**config.mk**
```make
export PLATFORM = sky130hd
export DESIGN_NAME = posted_access_sync_status
export DESIGN_NICKNAME = d
export VERILOG_FILES = /design/src/include/rtc_sync_pkg.sv /design/src/hw/posted_access_sync_status.sv /design/src/hw/posted_sync_tracker.sv
export VERILOG_INCLUDE_DIRS = /design/src /design/src/include
export SDC_FILE = /design/constraint.sdc
export NUM_CORES = 1
export LEC_CHECK = 0
export ABC_AREA = 1
export BUFFER_PORTS_ARGS = -buffer_cell sky130_fd_sc_hd__buf_4
export CAP_MARGIN = 20
export CORE_ASPECT_RATIO = 0.6
export CORE_MARGIN = 10
export CORE_UTILIZATION = 53
export CTS_CLUSTER_DIAMETER = 150
export DETAILED_ROUTE_END_ITERATION = 7
export PLACE_DENSITY = 0.83
export SETUP_SLACK_MARGIN = 0.5
export SYNTH_ARGS = -nofsm -noshare
export SYNTH_HDL_FRONTEND = slang
export SYNTH_SLANG_ARGS = --single-unit
```
**constraint.sdc**
```tcl
create_clock -name i_clk_sys -period 1.7 [get_ports i_clk_sys]
set_input_delay 0.085 -clock i_clk_sys [delete_from_list [all_inputs] [get_ports i_clk_sys]]
set_output_delay 0.085 -clock i_clk_sys [all_outputs]
set_load 0.05 [all_outputs]
```
**src/include/rtc_sync_consts.svh**
```systemverilog
`ifndef RTC_SYNC_CONSTS_SVH
`define RTC_SYNC_CONSTS_SVH

// Register byte offsets
`define OFS_SYNC_STATUS 12'h000
`define OFS_POST_ISSUE 12'h004
`define OFS_INSTANCE_ID 12'h008

// Status field positions
`define BIT_TIMING_MASK 15
`define BIT_IC4 14
`define BIT_IC3 13
`define BIT_IC2 12
`define BIT_IC0 10
`define BIT_SS4 9
`define BIT_SS3 8
`define BIT_SS2 7
`define BIT_SS1 6
`define BIT_MASK 4

// Number of tracked posted-access targets
`define NUM_TARGETS 10
// Status register width and reset value (every target idle and visible)
`define STATUS_W 16
`define STATUS_RESET 16'hf7d0
// Post-issue register: one bit per tracked target, low bits
`define POST_RESET 10'h000

// Always-on domain rate and system clock rate
`define SLOW_FREQ_HZ 32768
`define SYS_FREQ_HZ 250000000
// Slow-domain ticks from posting to visibility (cross in, act, cross back)
`define SYNC_TICKS 3
`define SYNC_CNT_W 2

// AHB transfer type bit that marks an active transfer
`define HTRANS_ACTIVE_BIT 1
`define HRESP_OKAY 1'b0

`endif

```
**src/include/rtc_sync_pkg.sv**
```systemverilog
package rtc_sync_pkg;

   // Address phase captured for the following data phase
   typedef struct packed {
      logic valid;
      logic write;
      logic [11:0] addr;
   } ahb_phase_t;

   // One flag per tracked target, in status-bit order, high to low
   typedef struct packed {
      logic timing_mask;
      logic ic4;
      logic ic3;
      logic ic2;
      logic ic0;
      logic ss4;
      logic ss3;
      logic ss2;
      logic ss1;
      logic mask;
   } target_vec_t;

   typedef enum logic [1:0] {
      TRK_IDLE = 2'b00,
      TRK_COUNT = 2'b01,
      TRK_DONE = 2'b11
   } trk_state_t;

endpackage

```
**src/hw/posted_access_sync_status.sv**
```systemverilog
// The AHB-Lite slave port and the address map were left to the implementer.
`timescale 1ns/1ps
`include "rtc_sync_consts.svh"

// Behaviour
// - The status register exists only in the second clock instance; in the first it reads as its reset value.
// - Status is kept only for capture and strobe-control targets that live in the always-on slow domain.
// - Bit 15 shows whether a posted write to the strobe timing mask register is visible, low while pending.
// - Bits 14, 13 and 12 show whether a read of capture channel 4, 3 or 2 has updated its unread flag.
// - Bit 10 shows whether a full 47-bit read of capture channel 0 has updated its unread flag.
// - A read-sync bit reads 0 while the read's effects are not visible and 1 once they are.
// - Bits 9 down to 6 show whether a posted write to strobe channel 4 down to 1 is visible.
// - Bit 4 shows whether a posted write to the strobe mask register is visible.
// - A write-sync bit reads 1 once the write's results are visible and 0 while it propagates.
module posted_access_sync_status #(
   parameter bit IS_SECOND_INSTANCE = 1'b1,
   parameter int unsigned SLOW_DIV = `SYS_FREQ_HZ / `SLOW_FREQ_HZ
) (
   input wire logic i_clk_sys,
   input wire logic i_srst,
   input wire logic i_hsel,
   input wire logic [31:0] i_haddr,
   input wire logic [1:0] i_htrans,
   input wire logic i_hwrite,
   input wire logic [2:0] i_hsize,
   input wire logic i_hready,
   input wire logic [31:0] i_hwdata,
   input wire logic [`NUM_TARGETS-1:0] i_post_issue,
   output logic o_hreadyout,
   output logic o_hresp,
   output logic [31:0] o_hrdata,
   output logic [`NUM_TARGETS-1:0] o_synced
);

   localparam int DIV_W = $clog2(SLOW_DIV + 1);

   rtc_sync_pkg::ahb_phase_t phase_r;
   logic [DIV_W-1:0] div_r;
   logic slow_tick;
   logic [`NUM_TARGETS-1:0] sw_post;
   logic [`NUM_TARGETS-1:0] issue;
   rtc_sync_pkg::target_vec_t synced;
   logic [`STATUS_W-1:0] status_word;
   logic [31:0] rdata_nxt;
   logic [31:0] rdata_r;
   logic [`NUM_TARGETS-1:0] post_last_r;
   logic [11:0] req_addr;
   logic addr_take;

   // Places the flag vector into the status word; unlisted bits stay zero
   function automatic logic [`STATUS_W-1:0] pack_status(input rtc_sync_pkg::target_vec_t f);
      logic [`STATUS_W-1:0] w;
      w = '0;
      w[`BIT_TIMING_MASK] = f.timing_mask;
      w[`BIT_IC4] = f.ic4;
      w[`BIT_IC3] = f.ic3;
      w[`BIT_IC2] = f.ic2;
      w[`BIT_IC0] = f.ic0;
      w[`BIT_SS4] = f.ss4;
      w[`BIT_SS3] = f.ss3;
      w[`BIT_SS2] = f.ss2;
      w[`BIT_SS1] = f.ss1;
      w[`BIT_MASK] = f.mask;
      return w;
   endfunction

   // Slow-domain tick; one cycle every SLOW_DIV system clocks
   always_ff @(posedge i_clk_sys) begin
      if (i_srst) begin
         div_r <= '0;
      end else if (div_r == DIV_W'(SLOW_DIV - 1)) begin
         div_r <= '0;
      end else begin
         div_r <= div_r + 1'b1;
      end
   end

   assign slow_tick = (div_r == DIV_W'(SLOW_DIV - 1));

   assign addr_take = i_hsel && i_htrans[`HTRANS_ACTIVE_BIT] && i_hready;
   assign req_addr = i_haddr[11:0];

   always_ff @(posedge i_clk_sys) begin
      if (i_srst) begin
         phase_r <= '0;
      end else if (i_hready) begin
         phase_r.valid <= addr_take;
         phase_r.write <= i_hwrite;
         phase_r.addr <= req_addr;
      end
   end

   // Software may post accesses itself through the issue register
   assign sw_post = (phase_r.valid && phase_r.write && phase_r.addr == `OFS_POST_ISSUE) ?
                    i_hwdata[`NUM_TARGETS-1:0] : '0;

   always_ff @(posedge i_clk_sys) begin
      if (i_srst) begin
         post_last_r <= `POST_RESET;
      end else if (sw_post != '0) begin
         post_last_r <= sw_post;
      end
   end

   assign issue = IS_SECOND_INSTANCE ? (i_post_issue | sw_post) : '0;

   genvar g;
   generate
      for (g = 0; g < `NUM_TARGETS; g++) begin : g_trk
         posted_sync_tracker u_trk (
            .i_clk_sys(i_clk_sys),
            .i_srst(i_srst),
            .i_issue(issue[g]),
            .i_slow_tick(slow_tick),
            .o_synced(synced[g])
         );
      end
   endgenerate

   assign status_word = IS_SECOND_INSTANCE ? pack_status(synced) : `STATUS_RESET;

   always_comb begin
      rdata_nxt = '0;
      unique case (req_addr)
         `OFS_SYNC_STATUS: rdata_nxt = {16'h0000, status_word};
         `OFS_POST_ISSUE: rdata_nxt = {22'h0, post_last_r};
         `OFS_INSTANCE_ID: rdata_nxt = {31'h0, IS_SECOND_INSTANCE};
         default: rdata_nxt = '0;
      endcase
   end

   // Read data is loaded at the address phase so it stands for the whole data phase
   always_ff @(posedge i_clk_sys) begin
      if (i_srst) begin
         rdata_r <= '0;
      end else if (addr_take && !i_hwrite) begin
         rdata_r <= rdata_nxt;
      end
   end

   assign o_hrdata = rdata_r;
   assign o_hreadyout = 1'b1;
   assign o_hresp = `HRESP_OKAY;
   assign o_synced = synced;

endmodule

```
**src/hw/posted_sync_tracker.sv**
```systemverilog
`timescale 1ns/1ps
`include "rtc_sync_consts.svh"

module posted_sync_tracker (
   input wire logic i_clk_sys,
   input wire logic i_srst,
   input wire logic i_issue,
   input wire logic i_slow_tick,
   output logic o_synced
);

   rtc_sync_pkg::trk_state_t state_r;
   logic [`SYNC_CNT_W-1:0] cnt_r;
   logic synced_r;

   always_ff @(posedge i_clk_sys) begin
      if (i_srst) begin
         state_r <= rtc_sync_pkg::TRK_IDLE;
      end else if (i_issue) begin
         state_r <= rtc_sync_pkg::TRK_COUNT;
      end else begin
         unique case (state_r)
            rtc_sync_pkg::TRK_IDLE: begin
               state_r <= rtc_sync_pkg::TRK_IDLE;
            end
            rtc_sync_pkg::TRK_COUNT: begin
               if (i_slow_tick && cnt_r == `SYNC_CNT_W'(`SYNC_TICKS - 1)) begin
                  state_r <= rtc_sync_pkg::TRK_DONE;
               end
            end
            rtc_sync_pkg::TRK_DONE: begin
               state_r <= rtc_sync_pkg::TRK_IDLE;
            end
            default: begin
               state_r <= rtc_sync_pkg::TRK_IDLE;
            end
         endcase
      end
   end

   // Ticks counted only while the access is in flight; a new issue restarts
   always_ff @(posedge i_clk_sys) begin
      if (i_srst || i_issue) begin
         cnt_r <= '0;
      end else if (state_r == rtc_sync_pkg::TRK_COUNT && i_slow_tick) begin
         cnt_r <= cnt_r + 1'b1;
      end
   end

   // set wins clear
   // A restart under a completing access loses to the set, so the flag drops one cycle later
   always_ff @(posedge i_clk_sys) begin
      if (i_srst) begin
         synced_r <= 1'b1;
      end else if (state_r == rtc_sync_pkg::TRK_DONE) begin
         synced_r <= 1'b1;
      end else if (i_issue || state_r == rtc_sync_pkg::TRK_COUNT) begin
         synced_r <= 1'b0;
      end
   end

   assign o_synced = synced_r;

endmodule

```
## After elaboration in Yosys (flattened, before gate mapping)

Cells that the tools add are included.

| word-level totals | value |
|---|---|
| register bits | 119 |
| ROM bits | 0 |
| bits of input ports | 84 |
| memories | 0 |
| latch bits | 0 |
| RAM bits | 0 |
| logic and storage cells | 213 |

| cells by class | value |
|---|---|
| $add $sub $neg | 11 |
| div/mod/pow operators | 0 |
| order comparisons | 0 |
| muxes and demuxes | 32 |
| reductions and logical operators | 69 |
| shifts and indexed selects | 0 |
| multipliers | 0 |
| bitwise operators | 11 |
| equal/unequal tests | 44 |

Operators by type and width:

| kind | number |
|---|---|
| case mux 16 bit (3 select lines) | 1 |
| == test 2 bit (second input constant) | 20 |
| 2-to-1 mux 1 bit | 30 |
| inequality test 3 x 2 -> 1 bit (second input constant) | 10 |
| OR reduction 3 bit | 10 |
| logical AND 1 bit | 25 |
| == test 12 x 3 -> 1 bit (second input constant) | 2 |
| OR reduction 2 bit | 11 |
| adder 2 x 1 -> 2 bit (second input constant) | 10 |
| == test 2 x 1 -> 1 bit (second input constant) | 10 |
| logical OR 1 bit | 20 |
| adder 13 x 1 -> 13 bit (second input constant) | 1 |
| == test 13 bit (second input constant) | 1 |
| == test 12 x 4 -> 1 bit (second input constant) | 1 |
| logical NOT 12 bit | 1 |
| 2-to-1 mux 10 bit | 1 |
| NOT 1 bit | 10 |
| OR 10 bit | 1 |
| nonzero test 10 bit | 1 |
| logical NOT 1 bit | 1 |

## Logic depth before layout (Yosys ltp)

| logic depth | value |
|---|---|
| word-level depth | 5 |
| depth in mapped cells | 13 |
| gate-level depth less buffers | 13 |

## Cells and area by module

From an unflattened synthesis, not the netlist that was laid out.

| second synthesis, totals | value |
|---|---|
| cell total of the unflattened synthesis | 656 |
| area, all modules | 4674.5 sq um |

By module, submodules not included:

| module | area an instance (sq um) | cells an instance | seq. area each (sq um) | instances |
|---|---|---|---|---|
| posted_access_sync_status | 2534.9 | 366 | 1041.0 | 1 |
| posted_sync_tracker | 214.0 | 29 | 100.1 | 10 |

## Worst setup path before layout

OpenSTA, ideal clock, no wires.

| timing path | value |
|---|---|
| path kind | register -> register |
| start point | register phase_r[6] (netlist name) |
| end point | register g_trk[7].u_trk.state_r[1] |
| data arrival time | 1.250 ns |
| slack | 0.334 ns |
| required time | 1.584 ns |
| path buffers | 0 |
| cell stages (with the launch flop) | 11 |
| setup time | 0.116 ns |
| cell sequence | dfxtp_1 > nor2_1 > nand2_1 > nor2_1 > nand2_1 > inv_2 > nand2_1 > nand2_1 > inv_1 > nand2_1 > nor3b_1 |

| between the ends | value |
|---|---|
| word-level cells in the longest chain between the ends | 5 |

RTL lines:

| what | line | source |
|---|---|---|
| start, declared | posted_access_sync_status.sv:37 | `rtc_sync_pkg::ahb_phase_t phase_r;` |
| == test 12 x 3 -> 1 bit (no line) | - |  |
| logical AND 1 bit (no line) | - |  |
| 2-to-1 mux 10 bit | posted_access_sync_status.sv:94 | `` assign sw_post = (phase_r.valid && phase_r.write && phase_r.addr == `OFS_POST_ISSUE) ? `` |
| OR 10 bit | posted_access_sync_status.sv:105 | `assign issue = IS_SECOND_INSTANCE ? (i_post_issue \| sw_post) : '0;` |
| OR reduction 3 bit (no line) | - |  |
| end signal, assigned | posted_sync_tracker.sv:18 | `state_r <= rtc_sync_pkg::TRK_IDLE;` |
| end signal, assigned | posted_sync_tracker.sv:20 | `state_r <= rtc_sync_pkg::TRK_COUNT;` |
| end signal, assigned | posted_sync_tracker.sv:24 | `state_r <= rtc_sync_pkg::TRK_IDLE;` |
| end, declared | posted_sync_tracker.sv:12 | `rtc_sync_pkg::trk_state_t state_r;` |

No other way between the ends.
A chain may end at the register's enable or synchronous reset.

## Final worst setup path

| timing path | value |
|---|---|
| start point | register div_r[3] |
| end point | register g_trk[9].u_trk.cnt_r[0] |

| between the ends | value |
|---|---|
| word-level cells in the longest chain between the ends | 2 |

RTL lines:

| what | line | source |
|---|---|---|
| start, declared | posted_access_sync_status.sv:38 | `logic [DIV_W-1:0] div_r;` |
| start signal, assigned | posted_access_sync_status.sv:74 | `div_r <= div_r + 1'b1;` |
| == test 13 bit | posted_access_sync_status.sv:78 | `assign slow_tick = (div_r == DIV_W'(SLOW_DIV - 1));` |
| logical AND 1 bit | posted_sync_tracker.sv:45 | `end else if (state_r == rtc_sync_pkg::TRK_COUNT && i_slow_tick) begin` |
| end signal, assigned | posted_sync_tracker.sv:46 | `cnt_r <= cnt_r + 1'b1;` |
| end, declared | posted_sync_tracker.sv:13 | `` logic [`SYNC_CNT_W-1:0] cnt_r; `` |

No other way between the ends.

==> metrics <==
status=finished clean; Synth Area in Adders=3.12%; vias=5004; area leader, netlist=dfxtp_1; RSZ-0062 raised after global routing=yes; worst path required time=1.98 ns; clock sink count=102; Starting Density=55.5%; Die X=143 um; fmax=0.590 GHz; Max-Cap Viols=0; register area share after synthesis=42.4%; CTS tree=built; most instantiated cells after synthesis=nand2_1 (144), dfxtp_1 (102), inv_1 (98), nor2_1 (68), a21oi_1 (65); Max IR drop VDD=683 uV; gr usage total=22.3%; Total Nets Final=866; fin util=77.6%; DP Worst Slack=0.0835 ns; full die area=13400 um2; Worst setup SP type=register; mux cell area share after synthesis=0%; largest family of logic cells by synthesized area=simple AND/OR/NAND/NOR gates; Antenna diodes=0; most frequent cell after synthesis=nand2_1; Inst Count DP=829; CTS H-tree lvls=3; xor/xnor share of the synthesized area=0.182%; Port-buffer cells=62; asr flop ratio synth=0%; deepest clock path buffer count=2; clk slew on worst S/H paths=0.08 ns; DRT Pass-1 Iters=6; period utilization=99.7%; DRT antenna net count=0; Iteration-0 DRC Markers=531; Setup Viol. Count Final=0; Synth-to-Final Area Change=39.8%; final max-slew violation count=0; CTS buffer count=9; vias in the first global route=4851; routed vias/inst=5.64; post-synthesis register bit count=102; first-pass GRT wire length=23.8 mm; final clock skew=0.0104 ns; share of cells above drive strength 1=38.1%; Power Dens Cells=839 nW/um2; minimum clock period=1.69 ns; DP HPWL=9.29 mm; largest net degree at the start of global routing=45; Synth warnings=0; top flip-flop cell by instance count after synthesis=dfxtp_1; Critical Path Sink Type=register; io pins=128; crit path DAT=1.97 ns; path category of the worst min-delay check=in2reg; worst-skew pair later-pin latency=0.36 ns; Max FO, Critical Path=7; # fillers=556; Rows=26; Routed WL=16.6 mm; Syn Inst Count=668; Final Non-Filler Cells=887; number of library cell types mapped by synthesis=37; Final Hold Fails=0; LEAKAGE=2.97 nW; Post-synth EDFFs=0; Reg2Reg Depth=9; post-route DRC violation count=0; hold path cells=4; total chip power=5.65 mW; Overflow after GRT=0; Synth Area in Compound Gates=12.5%; DR WL/cell=18.7 um; Simple-Gate Fraction of Synth Area=27.9%; worst setup margin=0.00549 ns; WS Path Type=reg2reg; mapped cell area=4820 um2; Die Ht=93.8 um; Core ar.=8690 um2; GPL Wtd Cong=0.897; Synth top area share=42.4%; top area cells in the synthesized netlist=dfxtp_1 (42%), nand2_1 (11%), inv_1 (7.6%); initial antenna violation count=0; Avg Cell Area, Syn=7.21 um2; Root Buffer Master=clkbuf_16
layout make-up:
class	count	area (um2)	area share (%)
clock inverters	7	113	1.67
multi-input cells	438	2800	41.5
well taps	112	140	2.08
flip-flops and latches	102	2080	30.9
clock buffers	9	225	3.34
inverters	103	399	5.92
repair buffers	116	983	14.6
cells in the final DEF (no fill, tap or decap), drive strengths merged:
cell / n
nor2: 81
dlygate4sd3: 11
o21a: 1
nor3b: 9
nor4: 4
nand3b: 1
clkinv: 5
ha: 12
dfxtp: 102
o211ai: 7
o21bai: 1
bufinv: 3
a21oi: 65
xnor2: 1
or2: 2
nand3: 30
clkbuf: 9
buf: 105
inv: 101
nor3: 8
nand4: 7
and3: 1
nand2: 147
or3: 1
o21ai: 39
a31oi: 2
conb: 19
clkinvlp: 1
power by group:
group	leakage (nW)	internal, mW	switching (mW)
Clock	0.165	1.43	0.941
Combinational	1.96	0.249	0.505
Sequential	0.843	2.46	0.0612
Total	2.97	4.14	1.51
worst max-delay path, stage by stage (launching register included):
cell and delay, ns:
dfxtp_4 0.39, nand2_1 0.08, inv_2 0.11, nand2_2 0.10, nor4_4 0.21, nand2_2 0.14, buf_12 0.18, nor2_4 0.11
nand2_1 0.09, a21oi_1 0.19
registers in the layout, indices dropped and copies added, names as in the netlist:
register / cells
g_trk.u_trk.cnt_r: 20
g_trk.u_trk.state_r: 20
o_hrdata: 15
phase_r: 14
div_r: 13
g_trk.u_trk.o_synced: 10
post_last_r: 10
layer usage:
metal	global-route usage, %	vias to the layer above	wire [um]
met5	0	-	0
met4	9.66	0	715
met3	5.81	67	1480
met2	40.5	301	8360
met1	24.3	2353	6050
li1	-	2283	-
metrics by stage:
stage          area [um2]  TNS (ns)  hold WS, ns
6_report             6740         0       0.0189
5_1_grt              6740    -0.165       0.0223
4_1_cts              6400         0       0.0113
3_5_place_dp         5380         0        0.333
3_3_place_gp         5380         0        0.319
2_1_floorplan        4970         0        0.220
final timing paths:
| kind | startpoint | to | slack [ns] |
|---|---|---|---|
| setup / recovery | div_r[3] | g_trk[9].u_trk.cnt_r[0] | 0.005 |
| hold / removal | i_post_issue[2] | g_trk[2].u_trk.o_synced | 0.02 |
| setup reg to reg | div_r[3] | g_trk[9].u_trk.cnt_r[0] | 0.005 |
| hold reg to reg | g_trk[5].u_trk.cnt_r[0] | g_trk[5].u_trk.cnt_r[0] | 0.47 |
kinds of logic (layout without fill, tap and decap cells):
logic type | after synthesis | count (layout)
AOI/OAI and AO/OA | 115 | 115
xor gates and xnor gates | 1 | 1
adders and majority gates | 12 | 12
buffers and inverters | 145 | 235
DFF | 102 | 102
other | 2 | 19
and+or+nand+nor | 291 | 291
repair_timing:
action                     4_1_cts  5_1_grt
hold endpoints to repair        11        0
hold buffers                    11        0
pin swaps                       21       30
setup buffers                   21       10
setup endpoints to repair       71       73
gates resized for setup        119       68
Note: power is estimated with default switching activity, not from simulation.
